`src/verilog/perf_state_pkg.sv`:
```
// constants for the performance-state status register block
// assumes one core clock domain and a simple msr request port
// Operation
// RQ1 - fault every access without frequency/voltage control
// RQ2 - bit 61 reports intermediate state support
// RQ3 - bits 59-57 report alternate voltage offset
// RQ4 - bit 56 reports voltage step size
// RQ5 - bits 53-48 report max voltage code
// RQ6 - bits 45-40 report startup voltage code
// RQ7 - bits 37-32 report current voltage code
// RQ8 - initiate-change write sets change pending
// RQ9 - transition completion clears change pending
// RQ10 - bits 29-24 report max ramp voltage
// RQ11 - bits 21-16 report max frequency code
// RQ12 - bits 13-8 report startup frequency code
// RQ13 - bits 5-0 report current frequency code
// RQ14 - software writes initiate bit, reads zero
// RQ15 - requested frequency above max clamps to max
// RQ16 - reserved read zero, status writes ignored
package perf_state_pkg;
    //--------------------------------------------------------------
    // widths and addresses
    //--------------------------------------------------------------
    localparam int MSR_ADDR_W = 32;
    localparam int MSR_DATA_W = 64;
    localparam int CODE_W = 6;
    localparam int ALT_W = 3;
    localparam logic [31:0] PERF_STATE_CONTROL_ADDR = 32'hc001_0041;
    localparam logic [31:0] PERF_STATE_STATUS_ADDR = 32'hc001_0042;
    //--------------------------------------------------------------
    // status field positions
    //--------------------------------------------------------------
    localparam int INT_SUP_BIT = 61;
    localparam int ALT_OFS_LSB = 57;
    localparam int STEP_BIT = 56;
    localparam int MAX_VOLT_LSB = 48;
    localparam int START_VOLT_LSB = 40;
    localparam int CUR_VOLT_LSB = 32;
    localparam int PENDING_BIT = 31;
    localparam int RAMP_VOLT_LSB = 24;
    localparam int MAX_FREQ_LSB = 16;
    localparam int START_FREQ_LSB = 8;
    localparam int CUR_FREQ_LSB = 0;
    // reserved bits of the status word, all read as zero
    localparam logic [63:0] STATUS_RSVD_MASK = 64'hd0c0_c0c0_40c0_c0c0;
    //--------------------------------------------------------------
    // control field positions
    //--------------------------------------------------------------
    localparam int CTL_INIT_BIT = 16;
    localparam int CTL_REQ_FREQ_LSB = 0;
    // change tracker states, one-hot
    typedef enum logic [1:0] {
        CHG_IDLE = 2'b01,
        CHG_PENDING = 2'b10
    } chg_state_t;
endpackage

```
`src/verilog/perf_change_if.sv`:
```
// carrier between the register front end and the change tracker
// assumes both ends run on the same core clock
`timescale 1ns/1ps
`default_nettype none
interface perf_change_if;
    logic initiate; // one-cycle pulse, accepted initiate write
    logic done; // one-cycle pulse, transition completed
    logic pending; // level, change in flight
    modport tracker (input initiate, input done, output pending);
    modport owner (output initiate, output done, input pending);
endinterface
`default_nettype wire

```
`src/verilog/perf_state_status_register.sv`:
```
// performance-state status register with msr-style access port
// assumes one request at a time, answered on the following edge
`timescale 1ns/1ps
`default_nettype none
module perf_state_status_register
    import perf_state_pkg::*;
#(
    parameter int CODE_WIDTH = CODE_W
) (
    // clock and reset
    input wire logic core_clk_i,
    input wire logic rst_i,
    // msr access port
    input wire logic msr_req_i,
    input wire logic msr_wr_i,
    input wire logic [MSR_ADDR_W-1:0] msr_addr_i,
    input wire logic [MSR_DATA_W-1:0] msr_wdata_i,
    output logic msr_ack_o,
    output logic msr_gp_fault_o,
    output logic [MSR_DATA_W-1:0] msr_rdata_o,
    // advertised capabilities
    input wire logic freq_ctrl_supported_i,
    input wire logic volt_ctrl_supported_i,
    // fused characteristics, static levels
    input wire logic intermediate_state_supported_i,
    input wire logic [ALT_W-1:0] alternate_voltage_offset_i,
    input wire logic voltage_step_size_i,
    input wire logic [CODE_WIDTH-1:0] max_voltage_code_i,
    input wire logic [CODE_WIDTH-1:0] max_ramp_voltage_code_i,
    input wire logic [CODE_WIDTH-1:0] max_frequency_code_i,
    // live operating point, caught as startup after reset release
    input wire logic [CODE_WIDTH-1:0] current_voltage_code_i,
    input wire logic [CODE_WIDTH-1:0] current_frequency_code_i,
    // sequencer side
    input wire logic transition_done_i,
    output logic initiate_change_o,
    output logic [CODE_WIDTH-1:0] requested_frequency_code_o,
    output logic change_pending_o
);
    //--------------------------------------------------------------
    // helpers
    //--------------------------------------------------------------
    // true for an address this block maps: status or control
    function automatic logic is_mapped(input logic [MSR_ADDR_W-1:0] a);
        return (a == PERF_STATE_STATUS_ADDR) ||
               (a == PERF_STATE_CONTROL_ADDR);
    endfunction

    perf_change_if chg (); // carrier to the tracker

    //--------------------------------------------------------------
    // state
    //--------------------------------------------------------------
    logic ack_ff, nxt_ack; // answer strobe
    logic gp_ff, nxt_gp; // fault flag with the answer
    logic [MSR_DATA_W-1:0] rdata_ff, nxt_rdata; // read data
    logic init_ff, nxt_init; // initiate pulse to the sequencer
    logic [CODE_WIDTH-1:0] req_freq_ff, nxt_req_freq; // stored request
    logic pend_ff, nxt_pend; // registered copy of tracker flag
    logic captured_ff, nxt_captured; // startup codes taken
    logic [CODE_WIDTH-1:0] start_volt_ff, nxt_start_volt; // startup vid
    logic [CODE_WIDTH-1:0] start_freq_ff, nxt_start_freq; // startup fid
    logic allowed; // capability gate for any access
    logic ctl_write; // accepted control write
    logic [CODE_WIDTH-1:0] wr_freq; // requested code from the write
    logic [MSR_DATA_W-1:0] status_word; // assembled status

    assign allowed = freq_ctrl_supported_i || volt_ctrl_supported_i; // RQ1
    assign ctl_write = msr_req_i && msr_wr_i && allowed &&
                       (msr_addr_i == PERF_STATE_CONTROL_ADDR);
    assign wr_freq = msr_wdata_i[CTL_REQ_FREQ_LSB +: CODE_WIDTH];

    // tracker handshake; pulse exists only on an accepted write
    assign chg.initiate = ctl_write && msr_wdata_i[CTL_INIT_BIT]; // RQ8
    assign chg.done = transition_done_i; // RQ9

    //--------------------------------------------------------------
    // status word assembly
    //--------------------------------------------------------------
    // every bit not placed below stays zero
    always_comb begin
        status_word = '0; // RQ16
        status_word[INT_SUP_BIT] = intermediate_state_supported_i; // RQ2
        status_word[ALT_OFS_LSB +: ALT_W] = alternate_voltage_offset_i; // RQ3
        status_word[STEP_BIT] = voltage_step_size_i; // RQ4
        status_word[MAX_VOLT_LSB +: CODE_WIDTH] = max_voltage_code_i; // RQ5
        status_word[START_VOLT_LSB +: CODE_WIDTH] = start_volt_ff; // RQ6
        status_word[CUR_VOLT_LSB +: CODE_WIDTH] = current_voltage_code_i; // RQ7
        status_word[PENDING_BIT] = chg.pending; // RQ8
        status_word[RAMP_VOLT_LSB +: CODE_WIDTH] =
            max_ramp_voltage_code_i; // RQ10
        status_word[MAX_FREQ_LSB +: CODE_WIDTH] = max_frequency_code_i; // RQ11
        status_word[START_FREQ_LSB +: CODE_WIDTH] = start_freq_ff; // RQ12
        status_word[CUR_FREQ_LSB +: CODE_WIDTH] =
            current_frequency_code_i; // RQ13
    end

    //--------------------------------------------------------------
    // next values for the access port and stored state
    //--------------------------------------------------------------
    always_comb begin
        nxt_ack = msr_req_i;
        nxt_gp = 1'b0;
        nxt_rdata = '0;
        nxt_init = chg.initiate; // RQ14
        nxt_req_freq = req_freq_ff;
        nxt_pend = chg.pending;
        nxt_captured = 1'b1;
        nxt_start_volt = start_volt_ff;
        nxt_start_freq = start_freq_ff;
        // startup codes are caught on the first edge after release
        if (!captured_ff) begin
            nxt_start_volt = current_voltage_code_i;
            nxt_start_freq = current_frequency_code_i;
        end
        if (msr_req_i) begin
            if (!allowed || !is_mapped(msr_addr_i)) begin
                nxt_gp = 1'b1; // RQ1
            end else if (!msr_wr_i &&
                         (msr_addr_i == PERF_STATE_STATUS_ADDR)) begin
                nxt_rdata = status_word;
            end else if (!msr_wr_i) begin
                // control readback; initiate bit always reads zero
                nxt_rdata[CTL_REQ_FREQ_LSB +: CODE_WIDTH] = req_freq_ff; // RQ14
            end
            // a status write is answered but changes nothing
        end
        if (ctl_write) begin
            if (wr_freq > max_frequency_code_i) begin
                nxt_req_freq = max_frequency_code_i; // RQ15
            end else begin
                nxt_req_freq = wr_freq;
            end
        end
    end

    // register only
    always_ff @(posedge core_clk_i or posedge rst_i) begin
        if (rst_i) begin
            ack_ff <= 1'b0;
            gp_ff <= 1'b0;
            rdata_ff <= '0;
            init_ff <= 1'b0;
            req_freq_ff <= '0;
            pend_ff <= 1'b0;
            captured_ff <= 1'b0;
            start_volt_ff <= '0;
            start_freq_ff <= '0;
        end else begin
            ack_ff <= nxt_ack;
            gp_ff <= nxt_gp;
            rdata_ff <= nxt_rdata;
            init_ff <= nxt_init;
            req_freq_ff <= nxt_req_freq;
            pend_ff <= nxt_pend;
            captured_ff <= nxt_captured;
            start_volt_ff <= nxt_start_volt;
            start_freq_ff <= nxt_start_freq;
        end
    end

    perf_change_tracker u_tracker (
        .core_clk_i (core_clk_i),
        .rst_i (rst_i),
        .chg (chg.tracker)
    );

    // every output straight from a flop
    assign msr_ack_o = ack_ff;
    assign msr_gp_fault_o = gp_ff;
    assign msr_rdata_o = rdata_ff;
    assign initiate_change_o = init_ff;
    assign requested_frequency_code_o = req_freq_ff;
    assign change_pending_o = pend_ff;

    //--------------------------------------------------------------
    // checks
    //--------------------------------------------------------------
    logic st_rd; // helper: status read this cycle
    assign st_rd = msr_req_i && !msr_wr_i && allowed &&
                   (msr_addr_i == PERF_STATE_STATUS_ADDR);

    AST_GP_NO_CAPS: assert property (@(posedge core_clk_i) // RQ1
        disable iff (rst_i)
        (msr_req_i && !freq_ctrl_supported_i && !volt_ctrl_supported_i)
        |=> (msr_ack_o && msr_gp_fault_o && msr_rdata_o == '0))
        else $error("access without capability did not fault");
    AST_OK_WITH_CAPS: assert property (@(posedge core_clk_i) // RQ1
        disable iff (rst_i)
        st_rd |=> (msr_ack_o && !msr_gp_fault_o))
        else $error("allowed status read faulted");
    AST_FLAG_FIELDS: assert property (@(posedge core_clk_i) // RQ2 RQ3 RQ4
        disable iff (rst_i)
        st_rd |=> (msr_rdata_o[INT_SUP_BIT] ==
                   $past(intermediate_state_supported_i)) &&
                  (msr_rdata_o[ALT_OFS_LSB +: ALT_W] ==
                   $past(alternate_voltage_offset_i)) &&
                  (msr_rdata_o[STEP_BIT] == $past(voltage_step_size_i)))
        else $error("flag fields wrong in status read");
    AST_VOLT_FIELDS: assert property (@(posedge core_clk_i) // RQ5 RQ6 RQ7
        disable iff (rst_i)
        st_rd |=> (msr_rdata_o[MAX_VOLT_LSB +: CODE_WIDTH] ==
                   $past(max_voltage_code_i)) &&
                  (msr_rdata_o[START_VOLT_LSB +: CODE_WIDTH] ==
                   $past(start_volt_ff)) &&
                  (msr_rdata_o[CUR_VOLT_LSB +: CODE_WIDTH] ==
                   $past(current_voltage_code_i)))
        else $error("voltage fields wrong in status read");
    AST_FREQ_FIELDS: assert property (@(posedge core_clk_i) // RQ10 RQ11 RQ12 RQ13
        disable iff (rst_i)
        st_rd |=> (msr_rdata_o[RAMP_VOLT_LSB +: CODE_WIDTH] ==
                   $past(max_ramp_voltage_code_i)) &&
                  (msr_rdata_o[MAX_FREQ_LSB +: CODE_WIDTH] ==
                   $past(max_frequency_code_i)) &&
                  (msr_rdata_o[START_FREQ_LSB +: CODE_WIDTH] ==
                   $past(start_freq_ff)) &&
                  (msr_rdata_o[CUR_FREQ_LSB +: CODE_WIDTH] ==
                   $past(current_frequency_code_i)))
        else $error("frequency fields wrong in status read");
    AST_PENDING_PATH: assert property (@(posedge core_clk_i) // RQ8
        disable iff (rst_i)
        chg.initiate |=> initiate_change_o ##1 change_pending_o)
        else $error("initiate did not reach pending output");
    AST_RSVD_ZERO: assert property (@(posedge core_clk_i) // RQ16
        disable iff (rst_i)
        st_rd |=> ((msr_rdata_o & STATUS_RSVD_MASK) == '0))
        else $error("reserved status bits not zero");
    AST_CLAMP: assert property (@(posedge core_clk_i) // RQ15
        disable iff (rst_i)
        (ctl_write && wr_freq > max_frequency_code_i)
        |=> requested_frequency_code_o == $past(max_frequency_code_i))
        else $error("requested frequency not clamped");
    AST_STATUS_WRITE: assert property (@(posedge core_clk_i) // RQ16
        disable iff (rst_i)
        (msr_req_i && msr_wr_i && msr_addr_i == PERF_STATE_STATUS_ADDR)
        |=> (!initiate_change_o &&
             $stable(requested_frequency_code_o)))
        else $error("status write had an effect");
    // the answer stands one cycle only; a stuck strobe would double-count
    AST_ACK_ONE_CYCLE: assert property (@(posedge core_clk_i) // RQ1
        disable iff (rst_i)
        !msr_req_i |=> (!msr_ack_o && !msr_gp_fault_o && msr_rdata_o == '0))
        else $error("answer stood without a request");
    COV_STATUS_READ: cover property (@(posedge core_clk_i)
        disable iff (rst_i) st_rd ##1 msr_ack_o);
    COV_FAULT: cover property (@(posedge core_clk_i)
        disable iff (rst_i) msr_req_i && !allowed ##1 msr_gp_fault_o);
    COV_CLAMP: cover property (@(posedge core_clk_i)
        disable iff (rst_i) ctl_write && wr_freq > max_frequency_code_i);
endmodule // perf_state_status_register
`default_nettype wire

```
`src/verilog/perf_change_tracker.sv`:
```
// change-pending tracker for frequency/voltage transitions
// assumes initiate and done are single-cycle pulses on core_clk_i
`timescale 1ns/1ps
`default_nettype none
module perf_change_tracker
    import perf_state_pkg::*;
(
    // clock and reset
    input wire logic core_clk_i,
    input wire logic rst_i,
    // link to the register front end
    perf_change_if.tracker chg
);
    //--------------------------------------------------------------
    // state
    //--------------------------------------------------------------
    chg_state_t state_ff; // current tracker state
    chg_state_t nxt_state; // next tracker state

    // next state: a set in the same cycle as a completion wins
    always_comb begin
        nxt_state = state_ff;
        unique case (state_ff)
            CHG_IDLE: begin
                if (chg.initiate) begin
                    nxt_state = CHG_PENDING; // RQ8
                end
            end
            CHG_PENDING: begin
                // a fresh initiate keeps the flag up, never lost
                if (chg.done && !chg.initiate) begin
                    nxt_state = CHG_IDLE; // RQ9
                end
            end
            default: begin
                nxt_state = CHG_IDLE; // illegal code recovers to idle
            end
        endcase
    end

    // register only
    always_ff @(posedge core_clk_i or posedge rst_i) begin
        if (rst_i) begin
            state_ff <= CHG_IDLE;
        end else begin
            state_ff <= nxt_state;
        end
    end

    assign chg.pending = (state_ff == CHG_PENDING);

    //--------------------------------------------------------------
    // checks
    //--------------------------------------------------------------
    AST_SET_WINS: assert property (@(posedge core_clk_i) disable iff (rst_i)
        chg.initiate |=> chg.pending) // RQ8
        else $error("initiate did not raise pending");
    AST_DONE_CLEARS: assert property (@(posedge core_clk_i)
        disable iff (rst_i) // RQ9
        (chg.pending && chg.done && !chg.initiate) |=> !chg.pending)
        else $error("completion did not clear pending");
    AST_HOLD_PENDING: assert property (@(posedge core_clk_i)
        disable iff (rst_i) // RQ9
        (chg.pending && !chg.done) |=> chg.pending)
        else $error("pending dropped without completion");
    COV_FULL_CHANGE: cover property (@(posedge core_clk_i) disable iff (rst_i)
        chg.initiate ##1 chg.pending [*2] ##1 chg.done ##1 !chg.pending);
endmodule // perf_change_tracker
`default_nettype wire

```
`config.mk`:
```
export PLATFORM = sky130hd
export DESIGN_NAME = perf_state_status_register
export DESIGN_NICKNAME = d
export VERILOG_FILES = /design/src/verilog/perf_state_pkg.sv /design/src/verilog/perf_change_if.sv /design/src/verilog/perf_state_status_register.sv /design/src/verilog/perf_change_tracker.sv
export SDC_FILE = /design/constraint.sdc
export NUM_CORES = 1
export LEC_CHECK = 0
export BUFFER_PORTS_ARGS = -buffer_cell sky130_fd_sc_hd__buf_2
export CAP_MARGIN = 20
export CORE_MARGIN = 4
export CORE_UTILIZATION = 30
export CTS_CLUSTER_SIZE = 10
export DETAILED_ROUTE_END_ITERATION = 8
export GPL_ROUTABILITY_DRIVEN = 0
export SLEW_MARGIN = 10
export SYNTH_ARGS = -nofsm -noshare
export SYNTH_HDL_FRONTEND = slang
export SYNTH_SLANG_ARGS = --single-unit
```
`constraint.sdc`:
```
create_clock -name core_clk_i -period 3.69 [get_ports core_clk_i]
set_clock_uncertainty 0.2 [all_clocks]
set_input_delay 0.369 -clock core_clk_i [delete_from_list [all_inputs] [get_ports core_clk_i]]
set_output_delay 0.369 -clock core_clk_i [all_outputs]
set_load 0.1 [all_outputs]
```
Word level (Yosys, flattened, before mapping):

Cells that the tools add are included.

* RAM bits: 0
* word-level logic and storage cells: 42
* memories kept: 0
* flip-flop bits (word level): 89
* bits of input ports: 138
* bits in latches: 0
* ROM bits: 0

* bitwise logic cells: 0
* multipliers: 0
* $add $sub $neg: 0
* reduce and logical (&&, ||, !) cells: 14
* magnitude comparators: 1
* equality and inequality tests: 6
* divide/modulo/power cells: 0
* shifts and indexed selects: 0
* muxes and demuxes: 11

Operators with widths (count)
* $mux W62: 2
* $eq A32 B32 Y1 const B: 2
* $mux W56: 1
* $mux W6: 3
* $gt A6 B6 Y1: 1
* $logic_and A1 B1 Y1: 6
* $logic_not A1 Y1: 4
* $mux W2: 2
* $pmux W2 S2: 1
* $logic_or A1 B1 Y1: 3
* $eq A2 B1 Y1 const B: 1
* $eq A2 B2 Y1 const B: 1
* $mux W1: 2
* $ne A2 B1 Y1 const B: 1
* $ne A2 B2 Y1 const B: 1
* $reduce_and A2 Y1: 1

Longest topological paths before layout:

Gate-level depths: netlist of run 1.

* depth in word-level cells: 8
* depth in mapped cells: 7
* depth with buffers taken out: 6

Cells and area by module:

A second synthesis of run 1 with hierarchy kept.

* cell total of the unflattened synthesis: 226
* area total of the unflattened synthesis: 3042.9 um^2

Modules (own cells, without submodules)
* perf_state_status_register: cells an instance 217, area each 2951.6 um^2, instances 1
* perf_change_tracker: cells an instance 9, area each 91.3 um^2, instances 1

Least setup slack after synthesis of run 1:

Ideal clock, no wire load.

* kind: input to register
* start point: in max_frequency_code_i[3]
* end point: reg req_freq_ff[0], in the netlist requested_frequency_code_o[0]
* data required time: 3402 ps
* slack: 1734 ps
* data arrival time: 1668 ps
* cell stages on the path: 6
* library setup time: 88 ps
* cells stage by stage: inv_1 -> ha_1 -> a211o_1 -> and2_1 -> or4_1 -> a41oi_1

* word-level cells in the longest chain between the ends: 2

Ends and longest elaborated chain
* start: declaration: line perf_state_status_register.sv:30 `input wire logic [CODE_WIDTH-1:0] max_frequency_code_i,`
* $gt A6 B6 Y1: line perf_state_status_register.sv:129 `if (wr_freq > max_frequency_code_i) begin`
* $mux W6: line perf_state_status_register.sv:129
* end signal: assignment: line perf_state_status_register.sv:154 `req_freq_ff <= nxt_req_freq;`
* end: declaration: line perf_state_status_register.sv:58 `logic [CODE_WIDTH-1:0] req_freq_ff, nxt_req_freq;`

No other way between the ends.
A chain may end at the register's enable or synchronous reset.

Worst setup path in the final report of run 1:

* start point: in msr_req_i
* end point: reg req_freq_ff[0], in the netlist requested_frequency_code_o[0]

* word-level cells in the longest chain between the ends: 3

Ends and longest elaborated chain
* start: declaration: line perf_state_status_register.sv:14 `input wire logic msr_req_i,`
* $logic_and A1 B1 Y1 (3 in a row): line perf_state_status_register.sv:69 `assign ctl_write = msr_req_i && msr_wr_i && allowed &&`

No other way between the ends.

==> flow_summary.ini, run 1 <==
[detailed_routing]
ant_nets = 0
wire_per_inst_um = 14.5
drt-initial-drc-count = 105
wl_um = 7810
drt-vias-per-instance = 4.59
num_vias = 2480
drc = 0
dr.pass1.iters = 4

[grt]
grt_pass1_vias = 2502
grt_max_degree = 53
antenna_found_initial = 0
grt_pass1_wl_um = 12500
grt-ovfl-total = 0
grt_util_all_layers = 0.126

[sta]
fin_ws_ps = 1610
finalSetupViolations = 0
worstMarginPinSlew_ps = 876
fmax_ghz = 0.480
rsz0062_at_grt = no
max-slew-margin-rel = 0.415
min_period_ps = 2080
period_share = 0.565
drv_slew = 0
tns_ps = 0
hold_violations = 0

[setup_path]
crit_type = in -> reg
cp.buffers_inverters = 2
rr_endpoint = start_freq_ff[3]
arrival_ps = 2080
r2r_setup_slack_ps = 2290
critPathMaxFanout = 9
r2r_start = captured_ff
required_ps = 3690
end_kind = flip-flop
critPathSlowestCell = dlygate4sd3_1
crit_family = simple AND/OR/NAND/NOR gates
cpPeakStageDelay_ps = 530
critPathLaunchType = primary input
crit_chain = dlygate4sd3_1, buf_2, o21ai_0, nor2_1, and3_1, a41oi_1
reg2regPathDepth = 1

[clocking]
cts_tree = done
path_clk_slew_ps = 80
clockRootBuffer = clkbuf_8
cts_buffer_depth = 2
postCtsResizedCells = 0
clk_latency_ps = 340
numClockSinks = 73
cts_buffers = 9
htreeDepth = 3

[die]
core.rowCount = 37
dieHeight_um = 111
core_area_mm2 = 0.0104
num_io_pins = 212
die_w_um = 111
dieArea_mm2 = 0.0124
start_util = 0.308

[hold_path]
min_to = msr_rdata_o[28]
whs_path_depth = 2
holdCritStartpoint = max_ramp_voltage_code_i[4]
min-delay-path-class = in -> reg

[placed_design]
post-place-ws_ps = 1220
portBuffers = 138
dp_hpwl_um = 6080
dpl_cell_area_mm2 = 0.00392
dp_cells = 522

[synthesis]
synth.top_cell.area_share = 0.564
synth_ff_type = dfrtp_1
synthTopCellsByArea = dfrtp_1, and2_1, mux2_2
synthesis.area_mm2 = 0.00319
synth-edff-count = 0
ys.warnings.count = 0
ys_seq_elements = 73
synthCells = 261
synth_largest_area_cell = dfrtp_1
synth.most_common_cell = dfrtp_1
yosysSeqAreaShare = 0.572
synth.distinct_cells = 40
async_reset_ff_frac = 1.00
avgSynthCellArea_um2 = 12.2
synth_common_cells = dfrtp_1, and2_1, buf_4

[flow_run]
cap_violations = 0

[cells_and_area]
final_core_util = 0.404
diodes = 0
fin_cells = 540
nNetsFinal = 543
stdcell_area_mm2 = 0.00419
drive_gt1_frac = 0.438
area_delta_synth_final_pct = 31.0

[power]
max-vdd-ir-drop_uv = 156
leakage_uw = 0.00221
power_density_mw_per_mm2 = 429

[run_status]
status = finished, final reports clean
## repair_timing
item	4_1_cts	5_1_grt
setup buffers	0	0
hold endpoints to repair	14	0
hold buffers	2	0
## flip-flops by register name (all words and copies together) (netlist names)
name                        flops
start_freq_ff                   6
initiate_change_o               1
start_volt_ff                   6
requested_frequency_code_o      6
msr_gp_fault_o                  1
captured_ff                     1
msr_ack_o                       1
msr_rdata_o                    48
u_tracker.state_ff              2
change_pending_o                1
## report_power, final
group	internal (µW)	switching, µW	total [µW]
combinational	63.4	143	206
sequential	814	7.90	822
clock	456	312	769
## placed cells by master (no fill, tap or decap), types with 2 or more instances in the layout
| master | count |
|---|---|
| nand4b_1 | 5 |
| and2_1 | 43 |
| and3_1 | 2 |
| buf_2 | 138 |
| nor4_2 | 4 |
| nand4_1 | 8 |
| dfrtp_1 | 72 |
| bufinv_16 | 3 |
| nand2_1 | 7 |
| o311ai_0 | 6 |
| a21oi_1 | 6 |
| o21a_1 | 2 |
| clkinv_4 | 2 |
| clkbuf_8 | 9 |
| inv_6 | 2 |
| conb_1 | 17 |
| o21ai_0 | 2 |
| nor2_1 | 3 |
| dlygate4sd3_1 | 2 |
| a41oi_1 | 7 |
| o31ai_1 | 6 |
| nand2b_1 | 2 |
| mux2_2 | 12 |
| a31oi_1 | 6 |
| ha_1 | 6 |
| nor2b_1 | 4 |
| inv_1 | 8 |
| and4_1 | 4 |
| nor4b_2 | 2 |
## metrics by stage
stage | hold WS, ps | total power (µW)
floorplan | 200 | 988
global placement | 254 | 1040
detailed placement | 265 | 1040
CTS | 10.9 | 1820
global route | 12.3 | 1870
finish | 30.2 | 1800
## how the worst max path moves through the flow
stage	from	depth (start not counted)	slack [ps]	endpoint
after floorplan	rst_i	1	1270	captured_ff
after global placement	msr_addr_i[20]	5	1250	msr_rdata_o[21]
final	msr_req_i	6	1610	requested_frequency_code_o[0]
after global routing	msr_req_i	6	1420	requested_frequency_code_o[2]
after detailed placement	msr_addr_i[20]	5	1220	msr_rdata_o[36]
after CTS	msr_addr_i[20]	5	1580	msr_rdata_o[36]
## routing by layer
metal | wire (µm) | track usage | share of wire | vias up
met2 | 3750 | 0.207 | 0.48 | 110
li1 | - | - | - | 1173
met1 | 3310 | 0.156 | 0.42 | 1180
met4 | 174 | 0.0430 | 0.022 | 0
met3 | 566 | 0.0388 | 0.072 | 17
met5 | 0 | 0 | 0 | -
## final cells by class
| class | count | area, µm² |
|---|---|---|
| well taps | 136 | 170 |
| multi-input cells | 165 | 1180 |
| clock inverters | 7 | 125 |
| inverters | 9 | 35.0 |
| flip-flops and latches | 73 | 1830 |
| clock buffers | 9 | 124 |
| fillers | 1030 | 6180 |
| repair buffers | 141 | 718 |
## kinds of logic after synthesis
group / Yosys count / synth area share
AOI/OAI and AO/OA: 41 / 0.0944
and+or+nand+nor: 89 / 0.191
adders and majority gates: 6 / 0.0235
buffers and inverters: 38 / 0.0744
other: 2 / 0.00235
muxes: 12 / 0.0423
DFF: 73 / 0.572
No activity file was read; power rests on OpenSTA's default activity.
==> run 2: changes to the inputs <==
--- a/config.mk
+++ b/config.mk
@@ -5,6 +5,7 @@
 export SDC_FILE = /design/constraint.sdc
 export NUM_CORES = 1
 export LEC_CHECK = 0
+export ABC_AREA = 1
 export BUFFER_PORTS_ARGS = -buffer_cell sky130_fd_sc_hd__buf_2
 export CAP_MARGIN = 20
 export CORE_MARGIN = 4
==> constraint.sdc (replaced) <==
create_clock -name core_clk_i -period 1.9 [get_ports core_clk_i]
set_clock_uncertainty 0.2 [all_clocks]
set_input_delay 0.19 -clock core_clk_i [delete_from_list [all_inputs] [get_ports core_clk_i]]
set_output_delay 0.19 -clock core_clk_i [all_outputs]
set_load 0.1 [all_outputs]
==> run 2 against run 1 <==
- register-to-register slack worse by 1800 ps
- count of clock-buffer cells in the layout is 1 higher
- clock power is 130% higher
- hold slack worse by 21 ps
- critical path type unchanged
- largest power group is now clock
==> flow_summary.ini, run 2 <==
[run_status]
status = finished, final reports clean

[detailed_routing]
drc = 0
drt-vias-per-instance = 4.21
wl_um = 9110
ant_nets = 0
num_vias = 3051
wire_per_inst_um = 12.6
drt-initial-drc-count = 183
dr.pass1.iters = 6

[clocking]
cts_post_setup_buffers_inserted = 0
path_clk_slew_ps = 60
cts_tree = done
cts_buffers = 9
numClockSinks = 73
cts_buffer_depth = 2
clk_latency_ps = 320
htreeDepth = 3
clockRootBuffer = clkbuf_16

[grt]
antenna_found_initial = 0
grt_util_all_layers = 0.134
grt-ovfl-total = 0
grt_max_degree = 49
grt_pass1_wl_um = 14200
grt_pass1_vias = 2995

[synthesis]
synth.top_cell.area_share = 0.520
ys.warnings.count = 0
synth_common_cells = nand2_1, dfrtp_1, nor2_1
avgSynthCellArea_um2 = 8.82
synthCells = 393
synthTopCellsByArea = dfrtp_1, nand2_1, nor2_4
synth_largest_area_cell = dfrtp_1
async_reset_ff_frac = 1.00
synth.most_common_cell = nand2_1
ys_seq_elements = 73
synthesis.area_mm2 = 0.00347
synth.distinct_cells = 26
synth-edff-count = 0
synth_ff_type = dfrtp_1
yosysSeqAreaShare = 0.527

[setup_path]
critPathSlowestCell = dlygate4sd3_1
cpMostUsedCell = nand2_1
end_kind = flip-flop
crit_type = in -> reg
critPathLaunchType = primary input
cpPeakStageDelay_ps = 600
required_ps = 1920
cp.buffers_inverters = 3
crit_chain = dlygate4sd3_1, ha_4, inv_1, nor2_1, o21ai_1, nand3_1, buf_6, nand3_1, nand2_1, nand2_1, nand2_1
crit_family = buffers and inverters
arrival_ps = 1790
critPathMaxFanout = 6

[sta]
min_period_ps = 1780
period_share = 0.936
max-slew-margin-rel = 0.626
finalSetupViolations = 0
tns_ps = 0
hold_violations = 0
fmax_ghz = 0.563
fin_ws_ps = 123
rsz0062_at_grt = no
timing.hold.ws_ps = 9.15
worstMarginPinSlew_ps = 561
drv_slew = 0

[cells_and_area]
final_common_cell = buf_2
stdcell_area_mm2 = 0.00507
diodes = 0
multi_input_area_mm2 = 0.00135
nNetsFinal = 724
largest_reg_flops = 48
fillers = 1075
register_area_mm2 = 0.00183
layout_common_cells = buf_2, nand2_1, dfrtp_1, nor2_1, dlygate4sd3_1
drive_gt1_frac = 0.342
area_delta_synth_final_pct = 46.2

[placed_design]
dpl_cell_area_mm2 = 0.00429
dp_hpwl_um = 6470
portBuffers = 138
post-place-ws_ps = 63.0

[die]
start_util = 0.313
core_area_mm2 = 0.0111
dieHeight_um = 116
core.rowCount = 38
num_io_pins = 212
dieArea_mm2 = 0.0133
die_w_um = 116

[power]
max-vdd-ir-drop_uv = 411
leakage_uw = 0.00267
power_uw = 3870
power_density_mw_per_mm2 = 764

[flow_run]
cap_violations = 0

[hold_path]
min-delay-path-class = in -> reg
[run 2: timing repair]
item,CTS,global route
endpoints found under the hold margin,122,0
setup endpoints to repair,0,6
hold buffers,44,0
resized for setup,0,4
[run 2: report_power, final]
group,internal (µW),total [µW],switching (µW)
logic,180,487,307
registers,1580,1600,17.2
clock network,1170,1790,611
total,2940,3870,936
[run 2: cells by family (layout without fill, tap and decap cells)]
logic type | after synthesis | in the layout | share of synthesized area
compound gates | 11 | 11 | 0.0166
fa+ha+maj | 6 | 6 | 0.0217
buf+inv | 73 | 249 | 0.106
flops | 73 | 73 | 0.527
mux | 6 | 6 | 0.0195
other cells | 2 | 17 | 0.00217
simple gates | 222 | 222 | 0.306
[run 2: worst paths after layout]
check | end | from | slack (ps) | cells after the start
min reg2reg | start_freq_ff[0] | start_freq_ff[0] | 280 | 2
max | requested_frequency_code_o[2] | msr_wdata_i[1] | 120 | 11
min in group asynchronous | msr_rdata_o[42] | rst_i | 130 | 3
min | requested_frequency_code_o[2] | msr_wdata_i[2] | 9 | 5
max in group asynchronous | u_tracker.state_ff[0] | rst_i | 840 | 4
max reg2reg | start_volt_ff[0] | captured_ff | 490 | 1
[run 2: per-stage QoR]
step / util / instances
final: 0.457 / 724
after floorplan: - / 408
after global placement: 0.388 / 666
after detailed placement: 0.388 / 666
after global routing: 0.457 / 724
after CTS: 0.456 / 725
[run 2: tightest hold or removal path, delay by kind of cell]
kind,cells,cell delay (ps)
buffers and inverters,1,100
AND/OR/NAND/NOR,4,210
[run 2: layout make-up]
type,instances,area share
flip-flops and latches,73,0.361
clock buffers,10,0.0472
inverters,46,0.0348
multi-input cells,262,0.266
clock inverters,5,0.0158
well taps,140,0.0346
repair buffers,188,0.241
[run 2: layer usage]
layer	part of all wire	track usage
met1	0.43	0.168
met2	0.49	0.229
met3	0.073	0.0277
met4	0.013	0.0509
met5	0	0
==> run 3: changes to the inputs <==
--- a/config.mk
+++ b/config.mk
@@ -5,9 +5,9 @@
 export SDC_FILE = /design/constraint.sdc
 export NUM_CORES = 1
 export LEC_CHECK = 0
-export ABC_AREA = 1
 export BUFFER_PORTS_ARGS = -buffer_cell sky130_fd_sc_hd__buf_2
 export CAP_MARGIN = 20
+export CORE_ASPECT_RATIO = 1.4
 export CORE_MARGIN = 4
 export CORE_UTILIZATION = 30
 export CTS_CLUSTER_SIZE = 10
==> run 3 against run 2 <==
- combinational power about the same
- fmax increased by 4.9%
- setup slack improved by 83 ps
- power decreased by 0.60%
- clock power about the same
- non-clock buffer count increased by 12
- critical path type unchanged
- largest power group unchanged
==> flow_summary.ini, run 3 (synthesis results as in run 1) <==
[flow_run]
cap_violations = 0

[detailed_routing]
ant_nets = 0
wire_per_inst_um = 14.0
drt-initial-drc-count = 87
num_vias = 2677
dr.pass1.iters = 4
drc = 0
drt-vias-per-instance = 4.46
wl_um = 8370

[power]
power_density_mw_per_mm2 = 798
leakage_uw = 0.00251
max-vdd-ir-drop_uv = 374

[sta]
period_share = 0.892
hold_violations = 0
drv_slew = 0
max-slew-margin-rel = 0.606
fmax_ghz = 0.590
min_period_ps = 1690
tns_ps = 0
rsz0062_at_grt = no
worstMarginPinSlew_ps = 584
finalSetupViolations = 0

[clocking]
cts_tree = done
clk_latency_ps = 320
cts_post_setup_buffers_inserted = 0
cts_buffer_depth = 2
path_clk_slew_ps = 50
clockRootBuffer = clkbuf_16
postCtsResizedCells = 0
numClockSinks = 73
cts_hold_buf = 39
cts_buffers = 9
htreeDepth = 3

[setup_path]
critPathSlowestCell = dlygate4sd3_1
crit_type = in -> reg
reg2regPathDepth = 1
arrival_ps = 1670
r2r_start = captured_ff
r2r_setup_slack_ps = 530
end_kind = flip-flop
critPathMaxFanout = 6
rr_endpoint = start_volt_ff[2]
cpPeakStageDelay_ps = 530
required_ps = 1880
critPathLaunchType = primary input
crit_chain = dlygate4sd3_1, buf_2, o21ai_0, nor2_1, and3_1, a41oi_1

[cells_and_area]
area_delta_synth_final_pct = 51.1
diodes = 0
final_core_util = 0.464
drive_gt1_frac = 0.424
fin_cells = 600
nNetsFinal = 602
fillers = 947
stdcell_area_mm2 = 0.00483
layout_common_cells = buf_2, dfrtp_1, and2_1, dlygate4sd3_1, buf_4
largest_reg_flops = 48
final_common_cell = buf_2

[die]
core_area_mm2 = 0.0104
core.rowCount = 44
dieHeight_um = 130
start_util = 0.307
num_io_pins = 212
dieArea_mm2 = 0.0124
die_w_um = 95.2

[run_status]
status = finished, final reports clean

[grt]
antenna_found_initial = 0
grt_pass1_vias = 2770
grt_pass1_wl_um = 12800
grt_util_all_layers = 0.136
grt_max_degree = 49
grt-ovfl-total = 0

[hold_path]
holdCritStartpoint = max_frequency_code_i[4]
min-delay-path-class = in -> reg
whs_path_depth = 3
min_to = msr_rdata_o[20]

[placed_design]
portBuffers = 138
dp_cells = 546
dp_hpwl_um = 6340
dpl_cell_area_mm2 = 0.00412
## run 3: cell types whose count changed in the layout (fill, tap and decap cells not counted), moves of 7 or more
cell,before,now
nand4_1,1,8
inv_1,42,8
buf_4,3,20
nand3_1,25,1
nor2_4,23,0
a41oi_1,0,7
and2_1,0,43
nand2_1,112,7
nor2_1,54,3
## run 3: cell type report
cell class,instances,area [µm²],area share
inverter,9,37.5,0.00778
timing repair buffer,200,1290,0.268
sequential,73,1830,0.379
clock buffer,12,246,0.0511
tap,138,173,0.0358
clock inverter,3,65.1,0.0135
multi-input combinational,165,1180,0.246
## run 3: worst max-delay path: cells and delay by family
family,cells,cell delay (ps)
and+or+nand+nor,2,580
buffers and inverters,2,650
AOI/OAI and AO/OA,2,250
## run 3: worst max-delay path by stage
stage | from | endpoint | depth (start not counted)
floorplan | max_frequency_code_i[3] | requested_frequency_code_o[0] | 6
global placement | msr_wdata_i[5] | requested_frequency_code_o[0] | 6
detailed placement | msr_wdata_i[3] | requested_frequency_code_o[0] | 6
CTS | msr_req_i | requested_frequency_code_o[0] | 6
global route | msr_req_i | requested_frequency_code_o[0] | 6
finish | msr_req_i | requested_frequency_code_o[0] | 6
## run 3: power by group
group          switching [µW]  internal (µW)
registers                15.3           1580
logic                     294            195
clock network             584           1180
total                     893           2960
## run 3: routing by layer
| metal | GRT usage | wire length (µm) | up-vias |
|---|---|---|---|
| met5 | 0 | 0 | - |
| met4 | 0.0790 | 267 | 0 |
| met3 | 0.0271 | 553 | 20 |
| met2 | 0.251 | 4450 | 114 |
| met1 | 0.140 | 3100 | 1251 |
| li1 | - | - | 1292 |
## run 3: through the flow
| stage | power (µW) | hold WS (ps) | setup slack, ps |
|---|---|---|---|
| finish | 3850 | 19.4 | 206 |
| global route | 4020 | 29.8 | 49.3 |
| CTS | 3890 | 9.74 | 210 |
| detailed placement | 2060 | -25.9 | -92.9 |
| global placement | 2050 | -29.3 | -55.8 |
| floorplan | 1920 | 21.4 | 123 |
